[config.mk]
export PLATFORM = sky130hd
export DESIGN_NAME = i2c_config_register_file
export DESIGN_NICKNAME = d
export VERILOG_FILES = /design/src/core/cfg_regs_pkg.sv /design/src/core/reg_bus_if.sv /design/src/core/cfg_reg_store.sv /design/src/core/i2c_config_register_file.sv
export SDC_FILE = /design/constraint.sdc
export NUM_CORES = 1
export LEC_CHECK = 0
export BUFFER_PORTS_ARGS = -buffer_cell sky130_fd_sc_hd__clkbuf_2
export CORE_ASPECT_RATIO = 1.1
export CORE_UTILIZATION = 52
export DETAILED_ROUTE_END_ITERATION = 8
export PLACE_DENSITY = 0.76
export SKIP_CTS_REPAIR_TIMING = 1
export SYNTH_ARGS = -nofsm -noshare
export SYNTH_HDL_FRONTEND = slang
export SYNTH_HIERARCHICAL = 1
export SYNTH_SLANG_ARGS = --single-unit
[constraint.sdc]
create_clock -name sys_clk -period 2.2 [get_ports sys_clk]
set_input_delay 0.33 -clock sys_clk [delete_from_list [all_inputs] [get_ports sys_clk]]
set_output_delay 0.33 -clock sys_clk [all_outputs]
set_load 0.01 [all_outputs]
[src/core/cfg_regs_pkg.sv]
// Register map, field positions and shared types of the I2C configuration register file.
package cfg_regs_pkg;
  localparam logic [6:0] BOARD_ADDR = 7'h00;
  localparam logic [7:0] OFF_LANE = 8'h00;
  localparam logic [7:0] OFF_SUMMARY = 8'h01;
  localparam logic [7:0] OFF_SLOT_EN = 8'h02;
  localparam logic [7:0] OFF_ALIGN = 8'h03;
  localparam logic [7:0] OFF_TEMP = 8'h04;
  localparam logic [7:0] OFF_VOLT = 8'h05;
  localparam logic [7:0] OFF_CMD = 8'h06;
  localparam logic [7:0] OFF_ERASE = 8'h07;
  localparam logic [7:0] OFF_SDATA = 8'h08;
  localparam logic [7:0] OFF_SADDR_LO = 8'h09;
  localparam logic [7:0] OFF_SCTRL = 8'h0A;
  localparam logic [7:0] OFF_SREAD = 8'h0B;
  localparam logic [7:0] OFF_IDLE_VER = 8'h11;
  localparam int N_SLOTS = 5;
  localparam int N_LANES = 10;
  localparam int SLOT_EN_LSB = 6;
  localparam int ALIGN_ARM_BIT = 3;
  localparam int INIT_BIT = 1;
  localparam int TGT_LSB = 9;
  localparam int EXEC_BIT = 8;
  localparam int SRAM_SEL_BIT = 7;
  localparam int OPC_LSB = 3;
  localparam int SWR_BIT = 15;
  localparam int SRD_BIT = 14;
  localparam int ADDR_HI_W = 6;
  localparam int ERASE_W = 10;
  localparam int SRAM_ADDR_W = 22;
  localparam logic [15:0] RST_WORD = 16'h0000;
  localparam logic [15:0] SLOT_EN_MASK = 16'h5540;
  localparam logic [15:0] ALIGN_MASK = 16'h000A;
  localparam logic [15:0] CMD_MASK = 16'h07F8;
  localparam logic [15:0] ERASE_MASK = 16'h03FF;
  localparam logic [15:0] SCTRL_MASK = 16'hC03F;
  localparam logic [3:0] BYTE_BITS = 4'h8;
  localparam logic [2:0] PIN_IDLE = 3'b011;
  localparam logic [3:0] OPC_READ = 4'h3;
  localparam logic [3:0] OPC_IDENT = 4'h6;
  localparam logic [3:0] OPC_ERASE = 4'h9;
  localparam logic [3:0] OPC_UNUSED = 4'hC;
  localparam logic [3:0] FPGA_COUNT = 4'h3;

  typedef enum logic [2:0] {OP_PROGRAM, OP_READ, OP_IDENT, OP_ERASE, OP_NONE} op_class_t;
  typedef enum logic [3:0] {
    I2C_IDLE, I2C_ADDR, I2C_ACK_ADDR, I2C_SUB, I2C_ACK_SUB,
    I2C_WDATA, I2C_ACK_W, I2C_RDATA, I2C_ACK_R
  } i2c_state_t;

  function automatic op_class_t decode_op(input logic [3:0] opc);
    if (opc < OPC_READ) return OP_PROGRAM;
    else if (opc < OPC_IDENT) return OP_READ;
    else if (opc < OPC_ERASE) return OP_IDENT;
    else if (opc < OPC_UNUSED) return OP_ERASE;
    else return OP_NONE;
  endfunction

  // Opcodes come in groups of three; the position in the group names the FPGA, 1 to 3.
  function automatic logic [1:0] decode_fpga(input logic [3:0] opc);
    logic [3:0] r;
    r = opc % FPGA_COUNT;
    return r[1:0] + 2'h1;
  endfunction
endpackage

[src/core/reg_bus_if.sv]
// Internal register access path between the serial front end and the register store.
`timescale 1ns/1ps
`default_nettype none
interface reg_bus_if;
  logic [7:0] addr;
  logic wr_stb;
  logic [15:0] wdata;
  logic [15:0] rdata;
  modport master(output addr, output wr_stb, output wdata, input rdata);
  modport target(input addr, input wr_stb, input wdata, output rdata);
endinterface
`default_nettype wire

[src/core/cfg_reg_store.sv]
// Writable configuration words and the read multiplexer of the register file.
`timescale 1ns/1ps
`default_nettype none
module cfg_reg_store (
  input wire logic sys_clk,
  input wire logic rst_n,
  input wire logic ce,
  reg_bus_if.target bus,
  input wire logic [15:0] lane_word,
  input wire logic [15:0] summary_word,
  input wire logic [15:0] temp_word,
  input wire logic [15:0] volt_word,
  input wire logic [15:0] idle_ver_word,
  input wire logic [15:0] sread_word,
  output logic [15:0] slot_en_q,
  output logic [15:0] align_q,
  output logic [15:0] cmd_q,
  output logic [15:0] erase_q,
  output logic [15:0] sdata_q,
  output logic [15:0] saddr_lo_q,
  output logic [15:0] sctrl_q
);
  import cfg_regs_pkg::*;

  // Undefined bits are never stored, so they always read back as zero.
  always_ff @(posedge sys_clk or negedge rst_n) begin
    if (!rst_n) begin
      slot_en_q <= RST_WORD;
      align_q <= RST_WORD;
      cmd_q <= RST_WORD;
      erase_q <= RST_WORD;
      sdata_q <= RST_WORD;
      saddr_lo_q <= RST_WORD;
      sctrl_q <= RST_WORD;
    end else if (ce && bus.wr_stb) begin
      case (bus.addr)
        OFF_SLOT_EN: slot_en_q <= bus.wdata & SLOT_EN_MASK; // [RULE_03]
        OFF_ALIGN: align_q <= bus.wdata & ALIGN_MASK; // [RULE_04]
        OFF_CMD: cmd_q <= bus.wdata & CMD_MASK; // [RULE_06] [RULE_09]
        OFF_ERASE: erase_q <= bus.wdata & ERASE_MASK; // [RULE_10]
        OFF_SDATA: sdata_q <= bus.wdata; // [RULE_11]
        OFF_SADDR_LO: saddr_lo_q <= bus.wdata; // [RULE_12]
        OFF_SCTRL: sctrl_q <= bus.wdata & SCTRL_MASK; // [RULE_12]
        default: ;
      endcase
    end
  end

  always_comb begin
    case (bus.addr)
      OFF_LANE: bus.rdata = lane_word;
      OFF_SUMMARY: bus.rdata = summary_word;
      OFF_SLOT_EN: bus.rdata = slot_en_q;
      OFF_ALIGN: bus.rdata = align_q;
      OFF_TEMP: bus.rdata = temp_word;
      OFF_VOLT: bus.rdata = volt_word;
      OFF_CMD: bus.rdata = cmd_q;
      OFF_ERASE: bus.rdata = erase_q;
      OFF_SDATA: bus.rdata = sdata_q;
      OFF_SADDR_LO: bus.rdata = saddr_lo_q;
      OFF_SCTRL: bus.rdata = sctrl_q;
      OFF_SREAD: bus.rdata = sread_word; // [RULE_15]
      OFF_IDLE_VER: bus.rdata = idle_ver_word; // [RULE_16]
      default: bus.rdata = RST_WORD;
    endcase
  end
endmodule
`default_nettype wire

[src/core/i2c_config_register_file.sv]
// I2C slave front end, configuration command logic and status assembly of the register file.
`timescale 1ns/1ps
`default_nettype none
// How it works
// RULE_01: Status 0 holds channel and lane up flags.
// RULE_02: Status 1 shows all-up and top slot.
// RULE_03: Config 0 holds five slot receive enables.
// RULE_04: Config 1 arms alignment, initialises transceivers.
// RULE_05: Host arms, pulses sync, then disarms.
// RULE_06: Command bits 10..9 select target FPGA.
// RULE_07: Opcode starts only on execute rising edge.
// RULE_08: Command bit 7 grants host SRAM writes.
// RULE_09: Opcode field decodes program, read, ident, erase.
// RULE_10: Erase block number in bits 9..0.
// RULE_11: Config 4 stages the SRAM write word.
// RULE_12: Config 5 and 6 form 22-bit address.
// RULE_13: Rising bit 15 writes SRAM word.
// RULE_14: Rising bit 14 reads SRAM word.
// RULE_15: Status 3 returns last SRAM read word.
// RULE_16: Status 2 gives idle flag and version.
// RULE_17: Host spaces programming opcodes ten minutes apart.
// RULE_18: Host waits 220 ms between erases.
// RULE_19: Control edges give one single-cycle pulse.
module i2c_config_register_file #(
  parameter logic [14:0] FW_VERSION = 15'h0001
) (
  input wire logic sys_clk,
  input wire logic rst_n,
  input wire logic ce,
  input wire logic scl_in,
  input wire logic sda_in,
  output logic sda_out,
  output logic sda_oe_n,
  input wire logic sync_in,
  input wire logic [cfg_regs_pkg::N_LANES-1:0] lane_up,
  input wire logic [cfg_regs_pkg::N_SLOTS-1:0] chan_up,
  input wire logic [15:0] die_temp,
  input wire logic [15:0] core_volt,
  input wire logic engine_busy,
  input wire logic [15:0] sram_rd_data,
  input wire logic sram_rd_valid,
  output logic [cfg_regs_pkg::N_SLOTS-1:0] slot_enable,
  output logic init_transceivers,
  output logic align_start,
  output logic [1:0] target_sel,
  output logic sram_host_wr_sel,
  output logic [cfg_regs_pkg::ERASE_W-1:0] erase_block,
  output logic op_start,
  output cfg_regs_pkg::op_class_t op_kind,
  output logic [1:0] op_fpga,
  output logic [3:0] op_code,
  output logic sram_wr_stb,
  output logic sram_rd_stb,
  output logic [cfg_regs_pkg::SRAM_ADDR_W-1:0] sram_addr,
  output logic [15:0] sram_wdata
);
  import cfg_regs_pkg::*;

  reg_bus_if bus ();

  logic [15:0] slot_en_w;
  logic [15:0] align_w;
  logic [15:0] cmd_w;
  logic [15:0] erase_w;
  logic [15:0] sdata_w;
  logic [15:0] saddr_lo_w;
  logic [15:0] sctrl_w;
  logic [15:0] lane_word;
  logic [15:0] summary_word;
  logic [15:0] idle_ver_word;
  logic [15:0] sread_q;

  // Pins from outside pass three flops; a level is taken once stages two and three agree.
  logic [2:0] pin_raw;
  logic [2:0] pin_s1_q;
  logic [2:0] pin_s2_q;
  logic [2:0] pin_s3_q;
  logic [2:0] pin_f_q;
  logic [2:0] pin_p_q;
  assign pin_raw = {sync_in, sda_in, scl_in};

  for (genvar g = 0; g < 3; g++) begin : g_pin
    always_ff @(posedge sys_clk or negedge rst_n) begin
      if (!rst_n) begin
        pin_s1_q[g] <= PIN_IDLE[g];
        pin_s2_q[g] <= PIN_IDLE[g];
        pin_s3_q[g] <= PIN_IDLE[g];
        pin_f_q[g] <= PIN_IDLE[g];
        pin_p_q[g] <= PIN_IDLE[g];
      end else if (ce) begin
        pin_s1_q[g] <= pin_raw[g];
        pin_s2_q[g] <= pin_s1_q[g];
        pin_s3_q[g] <= pin_s2_q[g];
        if (pin_s2_q[g] == pin_s3_q[g]) begin
          pin_f_q[g] <= pin_s3_q[g];
        end
        pin_p_q[g] <= pin_f_q[g];
      end
    end
  end

  logic scl_f;
  logic sda_f;
  logic scl_rise;
  logic scl_fall;
  logic start_ev;
  logic stop_ev;
  assign scl_f = pin_f_q[0];
  assign sda_f = pin_f_q[1];
  assign scl_rise = scl_f & ~pin_p_q[0];
  assign scl_fall = ~scl_f & pin_p_q[0];
  assign start_ev = scl_f & pin_p_q[0] & pin_p_q[1] & ~sda_f;
  assign stop_ev = scl_f & pin_p_q[0] & ~pin_p_q[1] & sda_f;

  i2c_state_t st_q;
  logic [3:0] cnt_q;
  logic [7:0] sh_q;
  logic [7:0] sub_q;
  logic [7:0] wbuf_q;
  logic [7:0] tx_q;
  logic [7:0] lo_q;
  logic [7:0] nb;
  logic [15:0] wdata_q;
  logic rw_q;
  logic hi_q;
  logic mack_q;
  logic drv_q;
  logic wr_stb_q;
  logic load_now;

  // Read words go out high byte first; the low byte is frozen when the high byte loads.
  assign nb = hi_q ? bus.rdata[15:8] : lo_q;
  assign load_now = scl_fall & ~start_ev & ~stop_ev &
                    (((st_q == I2C_ACK_ADDR) & rw_q) | ((st_q == I2C_ACK_R) & ~mack_q));

  always_ff @(posedge sys_clk or negedge rst_n) begin
    if (!rst_n) begin
      st_q <= I2C_IDLE;
      cnt_q <= 4'h0;
      sh_q <= 8'h00;
      sub_q <= 8'h00;
      wbuf_q <= 8'h00;
      wdata_q <= RST_WORD;
      rw_q <= 1'b0;
      hi_q <= 1'b1;
      mack_q <= 1'b1;
      drv_q <= 1'b0;
      wr_stb_q <= 1'b0;
    end else if (ce) begin
      wr_stb_q <= 1'b0;
      // The sub-address steps on only after the strobe has used it, so a word lands where aimed.
      if (wr_stb_q) begin
        sub_q <= sub_q + 8'h01;
      end
      if (start_ev) begin
        st_q <= I2C_ADDR;
        cnt_q <= 4'h0;
        drv_q <= 1'b0;
        hi_q <= 1'b1;
      end else if (stop_ev) begin
        st_q <= I2C_IDLE;
        drv_q <= 1'b0;
      end else if (scl_rise) begin
        case (st_q)
          I2C_ADDR, I2C_SUB, I2C_WDATA: begin
            sh_q <= {sh_q[6:0], sda_f};
            cnt_q <= cnt_q + 4'h1;
          end
          I2C_ACK_R: mack_q <= sda_f;
          default: ;
        endcase
      end else if (scl_fall) begin
        case (st_q)
          I2C_ADDR: begin
            if (cnt_q == BYTE_BITS) begin
              cnt_q <= 4'h0;
              if (sh_q[7:1] == BOARD_ADDR) begin
                drv_q <= 1'b1;
                rw_q <= sh_q[0];
                st_q <= I2C_ACK_ADDR;
              end else begin
                st_q <= I2C_IDLE;
              end
            end
          end
          I2C_SUB: begin
            if (cnt_q == BYTE_BITS) begin
              cnt_q <= 4'h0;
              sub_q <= sh_q;
              hi_q <= 1'b1;
              drv_q <= 1'b1;
              st_q <= I2C_ACK_SUB;
            end
          end
          I2C_WDATA: begin
            if (cnt_q == BYTE_BITS) begin
              cnt_q <= 4'h0;
              drv_q <= 1'b1;
              st_q <= I2C_ACK_W;
              if (hi_q) begin
                wbuf_q <= sh_q;
                hi_q <= 1'b0;
              end else begin
                wdata_q <= {wbuf_q, sh_q};
                wr_stb_q <= 1'b1;
                hi_q <= 1'b1;
              end
            end
          end
          I2C_ACK_ADDR, I2C_ACK_R: begin
            if (load_now) begin
              drv_q <= ~nb[7];
              cnt_q <= 4'h1;
              st_q <= I2C_RDATA;
              hi_q <= ~hi_q;
              if (!hi_q) begin
                sub_q <= sub_q + 8'h01;
              end
            end else if (st_q == I2C_ACK_ADDR) begin
              drv_q <= 1'b0;
              st_q <= I2C_SUB;
            end else begin
              st_q <= I2C_IDLE;
            end
          end
          I2C_ACK_SUB, I2C_ACK_W: begin
            drv_q <= 1'b0;
            st_q <= I2C_WDATA;
          end
          I2C_RDATA: begin
            if (cnt_q == BYTE_BITS) begin
              drv_q <= 1'b0;
              cnt_q <= 4'h0;
              st_q <= I2C_ACK_R;
            end else begin
              drv_q <= ~tx_q[7];
              cnt_q <= cnt_q + 4'h1;
            end
          end
          default: st_q <= I2C_IDLE;
        endcase
      end
    end
  end

  always_ff @(posedge sys_clk or negedge rst_n) begin
    if (!rst_n) begin
      tx_q <= 8'h00;
      lo_q <= 8'h00;
    end else if (ce) begin
      if (load_now) begin
        tx_q <= {nb[6:0], 1'b0};
        if (hi_q) begin
          lo_q <= bus.rdata[7:0];
        end
      end else if (scl_fall && st_q == I2C_RDATA) begin
        tx_q <= {tx_q[6:0], 1'b0};
      end
    end
  end

  assign bus.addr = sub_q;
  assign bus.wr_stb = wr_stb_q;
  assign bus.wdata = wdata_q;
  assign sda_out = 1'b0;
  assign sda_oe_n = ~drv_q;

  cfg_reg_store u_store (
    .sys_clk(sys_clk),
    .rst_n(rst_n),
    .ce(ce),
    .bus(bus),
    .lane_word(lane_word),
    .summary_word(summary_word),
    .temp_word(die_temp),
    .volt_word(core_volt),
    .idle_ver_word(idle_ver_word),
    .sread_word(sread_q),
    .slot_en_q(slot_en_w),
    .align_q(align_w),
    .cmd_q(cmd_w),
    .erase_q(erase_w),
    .sdata_q(sdata_w),
    .saddr_lo_q(saddr_lo_w),
    .sctrl_q(sctrl_w)
  );

  // Status words; bits 11 and 10 of the lane word and upper summary bits read zero.
  assign lane_word = {chan_up[N_SLOTS-2:0], 2'b00, lane_up}; // [RULE_01]
  assign summary_word = {14'h0000, &chan_up, chan_up[N_SLOTS-1]}; // [RULE_02]

  logic op_pend_q;
  logic rd_pend_q;
  logic idle;
  assign idle = ~engine_busy & ~op_pend_q & ~rd_pend_q;
  assign idle_ver_word = {idle, FW_VERSION}; // [RULE_16]

  // Edge detection against last cycle's value; a held bit gives nothing more.
  logic [2:0] edge_src;
  logic [2:0] edge_prev_q;
  logic [2:0] edge_pulse;
  logic [3:0] opcode;
  assign edge_src = {sctrl_w[SWR_BIT], sctrl_w[SRD_BIT], cmd_w[EXEC_BIT]};
  assign edge_pulse = edge_src & ~edge_prev_q; // [RULE_19]
  assign opcode = cmd_w[OPC_LSB +: 4];

  always_ff @(posedge sys_clk or negedge rst_n) begin
    if (!rst_n) begin
      edge_prev_q <= 3'b000;
    end else if (ce) begin
      edge_prev_q <= edge_src;
    end
  end

  // An execute edge seen while busy or with an unused opcode is dropped, not queued.
  always_ff @(posedge sys_clk or negedge rst_n) begin
    if (!rst_n) begin
      op_start <= 1'b0;
      op_kind <= OP_NONE;
      op_fpga <= 2'h0;
      op_code <= 4'h0;
    end else if (ce) begin
      op_start <= 1'b0;
      if (edge_pulse[0] && idle && decode_op(opcode) != OP_NONE) begin // [RULE_07]
        op_start <= 1'b1;
        op_kind <= decode_op(opcode); // [RULE_09]
        op_fpga <= decode_fpga(opcode);
        op_code <= opcode;
      end
    end
  end

  always_ff @(posedge sys_clk or negedge rst_n) begin
    if (!rst_n) begin
      sram_wr_stb <= 1'b0;
      sram_rd_stb <= 1'b0;
    end else if (ce) begin
      sram_wr_stb <= edge_pulse[2]; // [RULE_13]
      sram_rd_stb <= edge_pulse[1]; // [RULE_14]
    end
  end

  // Pending flags cover the gap before the engine answers; a new set beats a clear.
  always_ff @(posedge sys_clk or negedge rst_n) begin
    if (!rst_n) begin
      op_pend_q <= 1'b0;
      rd_pend_q <= 1'b0;
    end else if (ce) begin
      if (op_start) begin
        op_pend_q <= 1'b1;
      end else if (engine_busy) begin
        op_pend_q <= 1'b0;
      end
      if (sram_rd_stb) begin
        rd_pend_q <= 1'b1;
      end else if (sram_rd_valid) begin
        rd_pend_q <= 1'b0;
      end
    end
  end

  always_ff @(posedge sys_clk or negedge rst_n) begin
    if (!rst_n) begin
      sread_q <= RST_WORD;
    end else if (ce && sram_rd_valid) begin
      sread_q <= sram_rd_data; // [RULE_14] [RULE_15]
    end
  end

  // Alignment runs only while armed; the host disarms it after its sync pulse.
  always_ff @(posedge sys_clk or negedge rst_n) begin
    if (!rst_n) begin
      align_start <= 1'b0;
    end else if (ce) begin
      align_start <= align_w[ALIGN_ARM_BIT] & pin_p_q[2] & ~pin_f_q[2]; // [RULE_04] [RULE_05]
    end
  end

  for (genvar s = 0; s < N_SLOTS; s++) begin : g_slot
    assign slot_enable[s] = slot_en_w[SLOT_EN_LSB + 2 * s]; // [RULE_03]
  end

  assign init_transceivers = align_w[INIT_BIT]; // [RULE_04]
  assign target_sel = cmd_w[TGT_LSB +: 2]; // [RULE_06]
  assign sram_host_wr_sel = cmd_w[SRAM_SEL_BIT]; // [RULE_08]
  assign erase_block = erase_w[ERASE_W-1:0]; // [RULE_10]
  assign sram_wdata = sdata_w; // [RULE_11]
  assign sram_addr = {sctrl_w[ADDR_HI_W-1:0], saddr_lo_w}; // [RULE_12]
endmodule
`default_nettype wire

==> qor.csv <==
stage,metric,value,unit
pwr,internal power,7260,uW
detailed_routing,Vias,9259,
grt,GR Overflow Total,0,
detailed_routing,Routed Antenna Nets,0,
cells_and_area,share of layout cells above drive strength 1,44.7,%
timing,clock skew,0.0115,ns
placement,DP Cell Count,1448,
setup_path,critical path capture point type,flip-flop,
status,failing checks,setup timing,
timing,RSZ-0062 raised after global routing,true,
min_path,Hold Crit Class,input pin to flip-flop,
timing,pin slew with the least headroom to its limit,0.580,ns
clock_tree,Worst-Skew Late Latency,0.43,ns
min_path,hold path startpoint,sram_rd_data[14],
pwr,clock power share,28.1,%
setup_path,Startpoint Class,flip-flop,
timing,relative slew slack,61.3,%
floorplanning,Die ar.,20200,sq um
grt,largest net degree at the start of global routing,64,
detailed_routing,drc violations,0,
pwr,switching part of the total,34.6,%
pwr,pwr dens,829,nW/um^2
timing,fin. max-slew vios,0,
clock_tree,CTS tree,yes,
clock_tree,TritonCTS buffer count,17,
cells_and_area,Layout Cells excl Fill,1504,
floorplanning,core area,19200,sq um
floorplanning,Initial Utilization,53.3,%
cells_and_area,P&R area growth vs syn,31.1,%
setup_path,reg2reg start,bus.addr[4]$_DFFE_PN0P_,
timing,Tcrit/Tclk final,106,%
clock_tree,CTS max path bufs,2,
clock_tree,"Reg clk slew, reported paths",0.07,ns
cells_and_area,ant diodes,0,
timing,"Setup violations, final",10,
logic_synthesis,synthesized area,10200,sq um
placement,placer congestion estimate,1.02,
pwr,Leak,0.00641,uW
detailed_routing,1st-pass router iterations,6,
setup_path,CP Class,flip-flop to flip-flop,
detailed_routing,Post-Route WL,33.6,mm
placement,Port Buffers,141,
timing,final worst setup slack,-0.127,ns
timing,Fmax,430,MHz
grt,antenna violations before repair,0,
setup_path,"Arr. time, crit path",2.70,ns
logic_synthesis,Post-Synthesis Cells,966,
logic_synthesis,"Avg Cell Area, Syn",10.6,sq um
grt,global-route wire length before repair,49.4,mm
floorplanning,# IOs,143,
floorplanning,std cell rows,53,
placement,DP Area,12200,sq um
setup_path,"critical path fanouts, max",11,
floorplanning,Die Wd,136,um
clock_tree,clock sinks,182,
cells_and_area,Nets,1324,
pwr,Comb pwr share,35.8,%
pwr,VDD IR max,729,uV
pwr,P_sw,3840,uW
detailed_routing,DR iter-0 viols,911,
cells_and_area,Final Cell Area,13400,sq um
setup_path,Worst Path Required,2.57,ns
timing,Final min period,2.33,ns
placement,Detail Placement HPWL,23.8,mm
clock_tree,Root Buffer Master,clkbuf_16,
setup_path,crit path launch,bus.addr[4]$_DFFE_PN0P_,
cells_and_area,fillers,1399,
detailed_routing,DR WL/cell,22.3,um
pwr,Flop pwr share,36.1,%
status,status,"complete, but fails checks",
grt,Total GRT Usage,32.5,%
floorplanning,Die Height,149,um
run,total of max-cap violations,0,
detailed_routing,Avg Vias per Cell,6.16,
timing,hold violation total from the final report,0,
grt,vias in the first global route,8913,
clock_tree,H-Tree Depth,4,
logic_synthesis,YS warnings,6,
layout make-up:
| cell class | instances | area (sq um) | area share [%] |
|---|---|---|---|
| clock inverter | 12 | 141 | 1.06 |
| tap | 247 | 309 | 2.31 |
| timing repair buffer | 296 | 2120 | 15.8 |
| multi-input combinational | 722 | 5690 | 42.5 |
| clock buffer | 20 | 457 | 3.41 |
| sequential | 182 | 4580 | 34.2 |
| inverter | 25 | 97.6 | 0.729 |
worst max-delay path: stages, from the launching register on:
cell and delay (ns):
dfrtp_2 0.41, or4_4 0.60, buf_8 0.17, nor2_4 0.19, buf_6 0.17, a32oi_1 0.10
o21ai_0 0.31, a211o_1 0.18, mux2_2 0.14
per-stage QoR:
| step | total power [uW] | TNS, ns | hold WS (ns) | utilization, % | worst slack [ns] |
|---|---|---|---|---|---|
| global placement | 7460 | -0.205 | 0.364 | 63.7 | -0.0918 |
| detailed placement | 7520 | -0.636 | 0.364 | 63.7 | -0.109 |
| floorplan | 6190 | -0.0194 | 0.0344 | - | -0.0194 |
| finish | 11100 | -0.358 | 0.131 | 69.9 | -0.127 |
| CTS | 10600 | -1.32 | -0.0940 | 66.8 | -0.133 |
| global route | 11600 | -2.66 | 0.112 | 69.9 | -0.181 |
per-layer routing:
metal  vias up  track usage, %  routed length, um
met4         0            16.2               1690
met1      4494            40.5              13200
li1       4092               -                  -
met3       136            5.54               2450
met2       537            54.1              16200
met5         -               0                  0
layout by cell type, fill, tap and decap left out, types with 29 or more instances in the layout:
cell type,n
nand2_1,79
buf_4,130
conb_1,32
o21ai_0,52
nand3_1,30
mux2_2,108
nor2_1,38
mux2i_1,29
dfrtp_1,165
clkbuf_2,140
power groups by stage:
stage	logic (uW)	registers, uW	clock network, uW
6_report	3980	4000	3120
3_3_place_gp	3430	4030	0
4_1_cts	3510	3980	3140
5_1_grt	4260	4040	3290
2_1_floorplan	2290	3900	0
3_5_place_dp	3480	4040	0
sequential cells by signal, indices dropped and copies added, names as in the netlist, 3 cells and up:
signal and count:
bus.addr 8, bus.wdata 16, cnt_q 4, edge_prev_q 3, lo_q 8, op_code 4
op_kind 3, pin_p_q 3, pin_s1_q 3, pin_s2_q 3, pin_s3_q 3, sh_q 8
sread_q 16, st_q 4, tx_q 7, u_store/cmd_q 8, u_store/erase_q 10, u_store/saddr_lo_q 16
u_store/sctrl_q 8, u_store/sdata_q 16, u_store/slot_en_q 5, wbuf_q 8
path summary, 6_finish.rpt:
| check | end | slack (ns) | cells after the start |
|---|---|---|---|
| worst max-delay path | lo_q[0]$_DFFE_PN0P_ | -0.13 | 8 |
| worst min-delay path | sread_q[14]$_DFFE_PN0P_ | 0.13 | 2 |
| worst max register to register | lo_q[0]$_DFFE_PN0P_ | -0.13 | 8 |
| worst min register to register | sram_wr_stb$_DFFE_PN0P_ | 0.47 | 1 |
| max in group asynchronous | op_kind[2]$_DFFE_PN1P_ | 1.01 | 3 |
| min in group asynchronous | u_store/sdata_q[11]$_DFFE_PN0P_ | 0.45 | 2 |
Power figures use the tool's default switching activity.
